`src/io_exp_cfg_map.vh`:
```
/*
 Offsets, field positions, reset values and timing figures for the
 configuration register group of the GPIO expander.
 Assumes inclusion by io_expander_misc_config.v only.
*/
`ifndef IO_EXP_CFG_MAP_VH
`define IO_EXP_CFG_MAP_VH

`define OFS_LS_UPPER 8'h1C
`define OFS_LS_LOWER 8'h1D
`define OFS_CLK_CTRL 8'h1E
`define OFS_MISC 8'h1F
`define OFS_LED_EN_B 8'h20
`define OFS_LED_EN_A 8'h21
`define OFS_DEB_TIME 8'h22
`define OFS_DEB_EN_B 8'h23
`define OFS_DEB_EN_A 8'h24

`define RST_CFG 8'h00
`define RST_DEB_TIME 8'h00

`define LS_OFF 2'h0
`define LS_A_TO_B 2'h1
`define LS_B_TO_A 2'h2

`define SRC_OFF 2'h0
`define SRC_EXT 2'h1
`define SRC_INT 2'h2
`define CLK_SRC_HI 6
`define CLK_SRC_LO 5
`define CLK_PIN_DIR 4
`define CLK_DIV_HI 3
`define CLK_DIV_LO 0
`define DIV_LOW 4'h0
`define DIV_HIGH 4'hF

`define MISC_LOG_B 7
`define MISC_LED_HI 6
`define MISC_LED_LO 4
`define MISC_LOG_A 3
`define MISC_RST_FN 2
`define MISC_FIXED_ADDR 1
`define MISC_NO_AUTOCLR 0

`define DEB_BASE_US 500
`define OSC_REF_KHZ 2000
`define DEB_MAX_CODE 3'h6

`endif

```
`src/io_expander_misc_config.v`:
```
/*
 Configuration register group of a GPIO expander: level shift modes,
 oscillator source and divided pin output, LED clock divider and laws,
 reset-pin function, address increment, interrupt autoclear, LED and
 debounce enables, debounce time.
 Assumes the bus slave gives byte strobes on clk, the oscillator core
 gives one pulse per oscillator edge, and the pin and edge blocks
 sit outside.
*/
`timescale 1ns/10ps
`default_nettype none
`include "io_exp_cfg_map.vh"

module io_expander_misc_config #(
    parameter DIV_W = 14
) (
    // Clock and reset
    input wire clk,
    input wire rst,
    // Register port
    input wire reg_wr,
    input wire reg_rd,
    input wire [7:0] reg_addr,
    input wire [7:0] reg_wdata,
    output reg [7:0] reg_rdata,
    output wire addr_auto_inc,
    // Oscillator
    input wire int_osc_edge,
    input wire shared_osc_pin_in,
    output reg shared_osc_pin_out,
    output wire shared_osc_pin_oe,
    output wire osc_enable,
    output wire osc_edge,
    output wire led_engine_edge,
    // Level shifting per pair, indexed by bank A pin
    output reg [7:0] shift_a_to_b,
    output reg [7:0] shift_b_to_a,
    // LED driver
    output wire [15:0] led_drive_en,
    output wire log_mode_bank_a,
    output wire log_mode_bank_b,
    // Debounce
    output wire [15:0] debounce_en,
    output reg [15:0] debounce_periods,
    // Reset pin
    input wire ext_reset_pin_n,
    output reg full_reset_req,
    output reg counter_restart,
    // Interrupts
    input wire data_read_a,
    input wire data_read_b,
    input wire [7:0] irq_source_a,
    input wire [7:0] irq_source_b,
    output reg irq_clear_a,
    output reg irq_clear_b,
    output wire irq_out_n_out,
    output reg irq_out_n_oe
);

reg [7:0] ls_upper;
reg [7:0] ls_lower;
reg [7:0] clk_ctrl;
reg [7:0] misc;
reg [7:0] led_en_b;
reg [7:0] led_en_a;
reg [7:0] deb_time;
reg [7:0] deb_en_b;
reg [7:0] deb_en_a;
reg [2:0] osc_sync;
reg osc_level;
reg [2:0] rst_sync;
reg rst_level;
reg [DIV_W-1:0] div_cnt;
reg [DIV_W-1:0] led_mask;
reg [15:0] next_deb;
reg [3:0] div_sel;
reg src_on;
reg src_edge;
reg [31:0] deb_wide;
wire [15:0] mode_pairs;
wire [1:0] src;
wire pin_is_out;
wire ext_edge;
wire [2:0] led_sel;
wire led_on;
wire rst_fall;

localparam [31:0] DEB_BASE = `DEB_BASE_US * `OSC_REF_KHZ / 1000;

assign mode_pairs = {ls_upper, ls_lower};

// Pair i sits in bits 2i+1:2i of the combined field
genvar i;
generate
    for (i = 0; i < 8; i = i + 1)
    begin : g_pair
        always @(posedge clk or posedge rst)
        begin
            if (rst)
            begin
                shift_a_to_b[i] <= 1'b0;
                shift_b_to_a[i] <= 1'b0;
            end
            else
            begin
                // Reserved code drives neither way
                shift_a_to_b[i] <= mode_pairs[2*i+1:2*i] == `LS_A_TO_B;
                shift_b_to_a[i] <= mode_pairs[2*i+1:2*i] == `LS_B_TO_A;
            end
        end
    end
endgenerate

// Oscillator pin and clock source
assign src = clk_ctrl[`CLK_SRC_HI:`CLK_SRC_LO];
assign pin_is_out = clk_ctrl[`CLK_PIN_DIR];
assign shared_osc_pin_oe = pin_is_out;

always @(posedge clk or posedge rst)
begin
    if (rst)
    begin
        osc_sync <= 3'h0;
        osc_level <= 1'b0;
        rst_sync <= 3'h7;
        rst_level <= 1'b1;
    end
    else
    begin
        osc_sync <= {osc_sync[1:0], shared_osc_pin_in};
        rst_sync <= {rst_sync[1:0], ext_reset_pin_n};
        if (osc_sync[1] == osc_sync[2])
            osc_level <= osc_sync[2];
        if (rst_sync[1] == rst_sync[2])
            rst_level <= rst_sync[2];
    end
end

// External clock only exists while the pin is an input
assign ext_edge = !pin_is_out && (osc_sync[1] == osc_sync[2]) &&
    (osc_sync[2] != osc_level);

always @*
begin
    src_on = 1'b0;
    src_edge = 1'b0;
    case (src)
        `SRC_EXT:
        begin
            src_on = 1'b1;
            src_edge = ext_edge;
        end
        `SRC_INT:
        begin
            src_on = 1'b1;
            src_edge = int_osc_edge;
        end
        // Off and the reserved code leave every engine unclocked
        default:
        begin
            src_on = 1'b0;
            src_edge = 1'b0;
        end
    endcase
end

assign osc_enable = src_on;
assign osc_edge = src_edge;

// One count per oscillator edge, so bit k runs at osc_frequency/2^k
always @(posedge clk or posedge rst)
begin
    if (rst)
        div_cnt <= {DIV_W{1'b0}};
    else if (!osc_enable)
        div_cnt <= {DIV_W{1'b0}};
    else if (osc_edge)
        div_cnt <= div_cnt + 1'b1;
end

always @*
begin
    div_sel = clk_ctrl[`CLK_DIV_HI:`CLK_DIV_LO] - 4'h1;
end

always @(posedge clk or posedge rst)
begin
    if (rst)
        shared_osc_pin_out <= 1'b0;
    else if (clk_ctrl[`CLK_DIV_HI:`CLK_DIV_LO] == `DIV_LOW)
        shared_osc_pin_out <= 1'b0;
    else if (clk_ctrl[`CLK_DIV_HI:`CLK_DIV_LO] == `DIV_HIGH)
        shared_osc_pin_out <= 1'b1;
    else if (div_sel < DIV_W)
        shared_osc_pin_out <= div_cnt[div_sel];
    else
        shared_osc_pin_out <= 1'b0;
end

// LED clock
assign led_sel = misc[`MISC_LED_HI:`MISC_LED_LO];
assign led_on = (led_sel != 3'h0) && osc_enable;

always @*
begin
    led_mask = {DIV_W{1'b0}};
    if (led_sel > 3'h1)
        led_mask = ({{(DIV_W-1){1'b0}}, 1'b1} << (led_sel - 3'h1)) -
            {{(DIV_W-1){1'b0}}, 1'b1};
end

// Edge of the divided clock: all lower counter bits set
assign led_engine_edge = led_on && osc_edge &&
    ((div_cnt & led_mask) == led_mask);
assign led_drive_en = {led_en_b, led_en_a} & {16{led_on}};
assign log_mode_bank_b = misc[`MISC_LOG_B];
assign log_mode_bank_a = misc[`MISC_LOG_A];

// Debounce
assign debounce_en = {deb_en_b, deb_en_a} & {16{osc_enable}};

always @*
begin
    next_deb = 16'h0000;
    // Undefined top code saturates at the longest time
    deb_wide = 32'h00000000;
    if (deb_time[2:0] > `DEB_MAX_CODE)
        deb_wide = DEB_BASE << `DEB_MAX_CODE;
    else
        deb_wide = DEB_BASE << deb_time[2:0];
    // Longest time still fits 16 bits, so the cut loses nothing
    next_deb = deb_wide[15:0];
end

always @(posedge clk or posedge rst)
begin
    if (rst)
        debounce_periods <= 16'h0000;
    else
        debounce_periods <= next_deb;
end

// Reset pin and interrupt glue
assign rst_fall = rst_level && (rst_sync[1] == rst_sync[2]) &&
    !rst_sync[2];
assign addr_auto_inc = !misc[`MISC_FIXED_ADDR];
assign irq_out_n_out = 1'b0;

always @(posedge clk or posedge rst)
begin
    if (rst)
    begin
        full_reset_req <= 1'b0;
        counter_restart <= 1'b0;
        irq_clear_a <= 1'b0;
        irq_clear_b <= 1'b0;
        irq_out_n_oe <= 1'b0;
    end
    else
    begin
        full_reset_req <= rst_fall && !misc[`MISC_RST_FN];
        counter_restart <= rst_fall && misc[`MISC_RST_FN];
        irq_clear_a <= data_read_a && !misc[`MISC_NO_AUTOCLR];
        irq_clear_b <= data_read_b && !misc[`MISC_NO_AUTOCLR];
        irq_out_n_oe <= |{irq_source_a, irq_source_b};
    end
end

// Register file; a full reset from the pin clears it like power-on
always @(posedge clk or posedge rst)
begin
    if (rst)
    begin
        ls_upper <= `RST_CFG;
        ls_lower <= `RST_CFG;
        clk_ctrl <= `RST_CFG;
        misc <= `RST_CFG;
        led_en_b <= `RST_CFG;
        led_en_a <= `RST_CFG;
        deb_time <= `RST_DEB_TIME;
        deb_en_b <= `RST_CFG;
        deb_en_a <= `RST_CFG;
    end
    else if (rst_fall && !misc[`MISC_RST_FN])
    begin
        ls_upper <= `RST_CFG;
        ls_lower <= `RST_CFG;
        clk_ctrl <= `RST_CFG;
        misc <= `RST_CFG;
        led_en_b <= `RST_CFG;
        led_en_a <= `RST_CFG;
        deb_time <= `RST_DEB_TIME;
        deb_en_b <= `RST_CFG;
        deb_en_a <= `RST_CFG;
    end
    else if (reg_wr)
    begin
        case (reg_addr)
            `OFS_LS_UPPER: ls_upper <= reg_wdata;
            `OFS_LS_LOWER: ls_lower <= reg_wdata;
            `OFS_CLK_CTRL: clk_ctrl <= {1'b0, reg_wdata[6:0]};
            `OFS_MISC: misc <= reg_wdata;
            `OFS_LED_EN_B: led_en_b <= reg_wdata;
            `OFS_LED_EN_A: led_en_a <= reg_wdata;
            `OFS_DEB_TIME: deb_time <= {5'h00, reg_wdata[2:0]};
            `OFS_DEB_EN_B: deb_en_b <= reg_wdata;
            `OFS_DEB_EN_A: deb_en_a <= reg_wdata;
            default: ;
        endcase
    end
end

always @(posedge clk or posedge rst)
begin
    if (rst)
        reg_rdata <= 8'h00;
    else if (reg_rd)
    begin
        case (reg_addr)
            `OFS_LS_UPPER: reg_rdata <= ls_upper;
            `OFS_LS_LOWER: reg_rdata <= ls_lower;
            `OFS_CLK_CTRL: reg_rdata <= clk_ctrl;
            `OFS_MISC: reg_rdata <= misc;
            `OFS_LED_EN_B: reg_rdata <= led_en_b;
            `OFS_LED_EN_A: reg_rdata <= led_en_a;
            `OFS_DEB_TIME: reg_rdata <= deb_time;
            `OFS_DEB_EN_B: reg_rdata <= deb_en_b;
            `OFS_DEB_EN_A: reg_rdata <= deb_en_a;
            default: reg_rdata <= 8'h00;
        endcase
    end
end

endmodule

`default_nettype wire

```
`config.mk`:
```
export PLATFORM = sky130hd
export DESIGN_NAME = io_expander_misc_config
export DESIGN_NICKNAME = d
export VERILOG_FILES = /design/src/io_expander_misc_config.v
export VERILOG_INCLUDE_DIRS = /design/src
export SDC_FILE = /design/constraint.sdc
export NUM_CORES = 1
export LEC_CHECK = 0
export BUFFER_PORTS_ARGS = -buffer_cell sky130_fd_sc_hd__buf_2
export CAP_MARGIN = 10
export CORE_ASPECT_RATIO = 1.2
export CORE_MARGIN = 5
export CORE_UTILIZATION = 35
export CTS_CLUSTER_DIAMETER = 120
export DETAILED_ROUTE_END_ITERATION = 12
export REMOVE_ABC_BUFFERS = 1
export SLEW_MARGIN = 15
export SYNTH_ARGS = -nofsm -noshare
export SYNTH_HDL_FRONTEND = slang
export SYNTH_SLANG_ARGS = --single-unit
```
`constraint.sdc`:
```
create_clock -name clk -period 8.6 [get_ports clk]
set_input_delay 1.72 -clock clk [delete_from_list [all_inputs] [get_ports clk]]
set_output_delay 1.72 -clock clk [all_outputs]
set_load 0.005 [all_outputs]
```
==> flow_summary_export.csv, run 1 <==
group,metric,value,unit
clock_tree,cts_hold_buf,0,
cells_and_area,num_antenna_cells,0,
detailed_routing,wl_met3,1023,um
clock_tree,cts_buffers,17,
pwr,power_frac_seq,44.8,%
floorplanning,core,18240,um2
cells_and_area,fillerInstances,1736,
worst_setup_path,cp_slowest_cell,"and2_4",
yosys,synth_compound_area_share,8.042,%
pwr,comb_power_share,4.6,%
yosys,ys.flop_type,"dfrtp_1",
grt,grt_pass1_vias,4872,
floorplanning,rows,54,
worst_setup_path,end_kind,"output port",
placement,place_hpwl,11890,um
job,max-cap-violations,0,
pwr,leakagePower,4.011,nW
grt,grt_pass1_wl,27290,um
detailed_routing,viasPerCell,5.146,
grt,grt_usage,16.24,%
pwr,power_switching,320.9,uW
pwr,p_int,1.087,mW
detailed_routing,wl_met2,8208,um
yosys,ys_types,68,
yosys,yosysTopAreaCellShare,48.75,%
grt,gr-total-overflow,0,
detailed_routing,routedWlPerCell,17.99,um
worst_setup_path,start_kind,"input pin",
detailed_routing,wirelength,17090,um
timing,period_share,52.34,%
yosys,yosys-top-cells-count,"127 x dfrtp_1, 89 x nor2_1, 71 x mux2i_1, 40 x nand2_1, 38 x nor2b_1",
detailed_routing,ant_nets,0,
yosys,yosysSeqAreaShare,50.36,%
worst_setup_path,crit_family,"simple AND/OR/NAND/NOR gates",
yosys,yosys.area_share.xor_xnor,1.881,%
timing,rsz0062_at_grt,"false",
yosys,syn_avg_cell_area,10.63,um2
yosys,ys_async_sr_fraction,100.0,%
grt,grt_max_degree,83,
yosys,netlist_instances,613,
worst_setup_path,crit_chain,"buf_2 -> nand2_1 -> and2_4 -> nor2_1 -> and4_1 -> buf_2",
detailed_routing,dr.first_iter.drc_count,349,
detailed_routing,wl_met1,7513,um
timing,min_period,4.502,ns
pwr,power_frac_clock,50.6,%
clock_tree,cts_tree,"yes",
cells_and_area,final_area,7809,um2
clock_tree,h-tree-depth,4,
worst_setup_path,path_class,"input pin to output port",
timing,fmax,222.1,MHz
floorplanning,die_area,21470,um2
clock_tree,clkSinkCount,131,
detailed_routing,top_layer,"met4",
yosys,synth.most_common_cell,"dfrtp_1",
timing,maxSlewViolCount,0,
hold_path,hold_class,"register to register",
worst_setup_path,path_buf_inv,2,
timing,timing.hold.ws,0.3471,ns
pwr,powerDensity,180.4,nW/um2
yosys,yosys-top-cells-area,"dfrtp_1 49%, mux2i_1 11%, nor2_1 5.1%, nor2b_1 3.6%, nand2_1 2.3%",
placement,port_buffers,122,
status,status,"completed",
clock_tree,clock_latency,0.42,ns
clock_tree,cts-root-buf,"clkbuf_16",
clock_tree,cts_resized,0,
placement,gp_congestion,0.8320,
timing,hold_violations,0,
worst_setup_path,crit_required,6.88,ns
worst_setup_path,critPathMaxStageDelay,0.30,ns
yosys,synthAdderAreaFrac,1.651,%
floorplanning,io_pins,127,
clock_tree,clkTransAtPathRegs,0.05,ns
cells_and_area,drive_gt1_share,25.76,%
timing,tightest_slew,1.017,ns
yosys,synth.ff_latch_count,131,
cells_and_area,finalNetCount,761,
pwr,irDropWorstVdd,0.1208,mV
detailed_routing,drc,0,
floorplanning,die_h,159.5,um
yosys,synth_edf_count,0,
yosys,synth_mux_area_share,14.41,%
floorplanning,start_util,35.73,%
worst_setup_path,crit_fanout,11,
worst_setup_path,critPathArrivalTime,2.78,ns
yosys,synthSimpleGateAreaFrac,18.73,%
placement,dpl-instance-area,7221,um2
timing,tns,0,ns
detailed_routing,first_pass_iters,7,
yosys,yosys_warnings,0,
timing,fin_skew,0.006743,ns
worst_setup_path,crit_top_cell,"buf_2",
pwr,p_sw_share,22.78,%
grt,antenna_found_initial,0,
yosys,synth_area,6519,um2
detailed_routing,vias,4889,
cells_and_area,area_growth,19.79,%
clock_tree,clk_path_buf_depth,2,
timing,slew-limit-headroom,32.18,%
clock_tree,post_cts_buffers,0,
timing,setup_viol,0,
yosys,synth_top_family_by_area,"simple AND/OR/NAND/NOR gates",
floorplanning,die_w,134.6,um
yosys,yosysTopAreaCell,"dfrtp_1",
-- through the flow --
step	utilization [%]	worst slack (ns)	power, mW	cells
floorplan	-	2.484	0.6718	568
detailed placement	39.58	4.109	0.7082	918
global placement	39.58	4.128	0.7079	918
CTS	42.81	4.113	1.424	950
global route	42.81	4.023	1.464	950
finish	42.81	4.098	1.408	950
-- metal layers --
layer  vias up  track usage [%]
met1      2374            21.73
met2       186            26.40
met4         0            5.370
met5         -                0
li1       2307                -
met3        22            3.255
-- area by class of cell --
type / instances / area [um2] / share of cell area (%)
clock buffer: 20 / 456.7 / 5.848
inverter: 20 / 80.08 / 1.025
timing repair buffer: 126 / 640.6 / 8.204
clock inverter: 12 / 131.4 / 1.682
multi-input combinational: 417 / 2937 / 37.61
tap: 224 / 280.3 / 3.589
sequential: 131 / 3283 / 42.04
-- placed cells by master (no fill, tap or decap), types with 6 or more instances in the layout --
| cell | count |
|---|---|
| a21oi_1 | 16 |
| and2_1 | 19 |
| buf_2 | 122 |
| clkbuf_16 | 17 |
| dfrtp_1 | 127 |
| ha_1 | 7 |
| inv_1 | 18 |
| mux2i_1 | 71 |
| mux4_2 | 6 |
| nand2_1 | 40 |
| nand3_1 | 7 |
| nand3_2 | 6 |
| nor2_1 | 89 |
| nor2b_1 | 38 |
| o22ai_1 | 12 |
| xnor2_1 | 12 |
-- worst paths after layout --
check	startpoint	end	slack [ns]	cells past startpoint
worst max-delay path	int_osc_edge	led_engine_edge	4.10	6
worst min-delay path	osc_sync[0]	osc_sync[1]	0.35	0
worst max register to register	clk_ctrl[0]	shared_osc_pin_out	6.31	6
worst min register to register	osc_sync[0]	osc_sync[1]	0.35	0
max in group asynchronous	rst	irq_out_n_oe	5.89	3
min in group asynchronous	rst	counter_restart	1.33	2
-- cells by family (layout without fill, tap and decap cells) --
group	after synthesis	after routing
fa+ha+maj	9	9
simple gates	236	236
compound gates	70	70
mux	84	84
xor+xnor	14	14
flops	131	131
buf+inv	68	178
other cells	1	4
-- flip-flops by register name, summed over array words and instances (netlist names), 7 cells and up --
signal,cells
div_cnt,14
debounce_periods,13
deb_en_a,8
deb_en_b,8
led_en_a,8
led_en_b,8
ls_lower,8
ls_upper,8
misc,8
reg_rdata,8
shift_a_to_b,8
shift_b_to_a,8
clk_ctrl,7
-- power by group through the flow --
stage | sequential (mW) | combinational, mW | clock, mW
2_1_floorplan | 0.641 | 0.0310 | 0
3_3_place_gp | 0.642 | 0.0657 | 0
3_5_place_dp | 0.642 | 0.0660 | 0
4_1_cts | 0.631 | 0.0661 | 0.727
5_1_grt | 0.632 | 0.0719 | 0.760
6_report | 0.631 | 0.0648 | 0.712
(Power assumes the default switching activity.)
==> run 2: changes to the inputs <==
Settings changed: ABC_AREA set to 1.
Clock period 8.6 ns to 4.3 ns, I/O delays scaled along.
==> flow_summary_export.csv, run 2 <==
group,metric,value,unit
status,status,"completed",
pwr,power_switching,1.960,mW
timing,rsz0062_at_grt,"false",
worst_setup_path,r2r-end,"div_cnt[11]",
pwr,p_sw_share,38.07,%
timing,fmax,277.3,MHz
yosys,yosys-top-cells-area,"dfrtp_1 47%, nand2_1 10%, nor2_1 6.0%, nand3_1 5.9%, inv_1 5.7%",
yosys,synth_edf_count,0,
floorplanning,die_w,136.6,um
yosys,ys_types,36,
timing,maxSlewViolCount,0,
detailed_routing,vias,5743,
clock_tree,h-tree-depth,4,
yosys,netlist_instances,827,
clock_tree,post_cts_buffers,0,
worst_setup_path,end_kind,"output port",
grt,grt_pass1_wl,30070,um
cells_and_area,final_util,42.73,%
yosys,ys.flop_type,"dfrtp_1",
cells_and_area,largest_reg_flops,14,
worst_setup_path,critPathArrivalTime,2.75,ns
timing,tns,0,ns
cells_and_area,drive_gt1_share,21.91,%
timing,fin_skew,0.009668,ns
timing,hold_violations,0,
cells_and_area,finalNetCount,989,
clock_tree,cts-root-buf,"clkbuf_16",
yosys,synth_area,6726,um2
clock_tree,clock_latency,0.41,ns
timing,period_share,83.88,%
floorplanning,die_area,22100,um2
worst_setup_path,crit_start,"clk_ctrl[5]",
hold_path,hold_end,"rst_sync[1]",
yosys,yosysTopAreaCellShare,47.25,%
cells_and_area,final_cell_mix,"187 x nand2_1, 127 x dfrtp_1, 122 x buf_2",
detailed_routing,first_pass_iters,5,
yosys,synth.ff_latch_count,131,
timing,fin_ws,0.6934,ns
detailed_routing,dr.first_iter.drc_count,466,
timing,setup_viol,0,
yosys,yosysTopAreaCell,"dfrtp_1",
cells_and_area,final_area,8058,um2
timing,min_period,3.607,ns
cells_and_area,top_register,"div_cnt",
pwr,p_int,3.189,mW
cells_and_area,fillerInstances,1933,
yosys,ys_async_sr_fraction,100.0,%
cells_and_area,reg.largest.list,"div_cnt x14, debounce_periods x13",
worst_setup_path,crit_fanout,20,
grt,gr-total-overflow,0,
hold_path,hp-start,"rst_sync[0]",
placement,dp.cells,1178,
detailed_routing,viasPerCell,4.746,
pwr,power_frac_clock,29.6,%
clock_tree,clkSinkCount,131,
timing,slew-limit-headroom,37.27,%
pwr,irDropWorstVdd,0.2659,mV
pwr,totalPowerFinal,5.149,mW
floorplanning,core,18860,um2
timing,tightest_slew,0.9409,ns
placement,place_hpwl,13240,um
floorplanning,die_h,161.9,um
hold_path,min_path_cells,0,
clock_tree,cts_tree,"yes",
hold_path,hold_class,"register to register",
job,max-cap-violations,0,
pwr,power_frac_seq,40.2,%
placement,dpl-instance-area,7440,um2
worst_setup_path,path_class,"register to output port",
clock_tree,cts_resized,0,
pwr,comb_power_share,30.3,%
detailed_routing,ant_nets,0,
clock_tree,cts_hold_buf,0,
grt,grt_pass1_vias,5783,
clock_tree,clkTransAtPathRegs,0.06,ns
pwr,powerDensity,639.1,nW/um2
floorplanning,start_util,35.67,%
yosys,yosysSeqAreaShare,48.81,%
grt,antenna_found_initial,0,
cells_and_area,final_cells,1210,
yosys,syn_avg_cell_area,8.134,um2
grt,grt_usage,17.43,%
cells_and_area,num_antenna_cells,0,
yosys,yosys_warnings,0,
worst_setup_path,crit_required,3.44,ns
floorplanning,rows,55,
placement,dp_slack,1.099,ns
placement,port_buffers,122,
detailed_routing,drc,0,
yosys,synth.most_common_cell,"nand2_1",
detailed_routing,wirelength,18290,um
clock_tree,clk_path_buf_depth,2,
worst_setup_path,r2r_start,"clk_ctrl[5]",
timing,timing.hold.ws,0.3546,ns
cells_and_area,final_common_cell,"nand2_1",
yosys,yosys-top-cells-count,"187 x nand2_1, 127 x dfrtp_1, 108 x nor2_1, 102 x inv_1, 79 x nand3_1",
worst_setup_path,start_kind,"register",
pwr,leakagePower,4.149,nW
cells_and_area,area_growth,19.79,%
detailed_routing,routedWlPerCell,15.12,um
floorplanning,io_pins,127,
placement,gp_congestion,0.8625,
worst_setup_path,rrSetupSlack,1.92,ns
worst_setup_path,reg2reg_depth,5,
clock_tree,cts_buffers,17,
grt,grt_max_degree,105,
[run 2: worst max-delay path, cell delays in order, from the launching register on]
cell	delay [ns]
dfrtp_1	0.38
inv_1	0.06
ha_1	0.77
inv_1	0.43
o21ai_2	0.44
nor2_1	0.09
buf_2	0.16
[run 2: cells by family (layout without fill, tap and decap cells)]
logic type / after synthesis / after routing / synth area share [%]
AOI/OAI and AO/OA: 114 / 114 / 10.70
xor gates and xnor gates: 3 / 3 / 0.3907
adders and majority gates: 8 / 8 / 1.451
buffers and inverters: 138 / 262 / 9.654
DFF: 131 / 131 / 48.81
other: 1 / 4 / 0.05575
and+or+nand+nor: 432 / 432 / 28.94
[run 2: final cells by class]
class | instances | area (um2) | area share [%]
tap | 256 | 320.3 | 3.975
inverter | 106 | 405.4 | 5.031
sequential | 131 | 3283 | 40.75
clock buffer | 17 | 425.4 | 5.280
clock inverter | 15 | 192.7 | 2.391
timing repair buffer | 124 | 625.6 | 7.764
multi-input combinational | 561 | 2805 | 34.81
[run 2: metal layers]
| layer | track usage, % | routed length, um | vias up |
|---|---|---|---|
| met5 | 0 | 0 | - |
| met4 | 7.974 | 645 | 0 |
| met3 | 3.656 | 1058 | 42 |
| met2 | 27.49 | 8721 | 197 |
| met1 | 22.93 | 7864 | 2631 |
| li1 | - | - | 2873 |
[run 2: worst max path at each step]
stage	depth (start not counted)	endpoint
finish	6	led_drive_en[11]
global route	6	led_drive_en[3]
CTS	6	led_drive_en[11]
detailed placement	6	led_drive_en[11]
global placement	6	led_drive_en[10]
floorplan	1	clk_ctrl[0]
[run 2: power by group through the flow]
| stage | Sequential, mW | Combinational [mW] | Clock [mW] |
|---|---|---|---|
| finish | 2.07 | 1.56 | 1.52 |
| global route | 2.14 | 1.80 | 1.62 |
| CTS | 2.07 | 1.58 | 1.55 |
| detailed placement | 2.09 | 1.57 | 0 |
| global placement | 2.08 | 1.55 | 0 |
| floorplan | 1.98 | 0.950 | 0 |
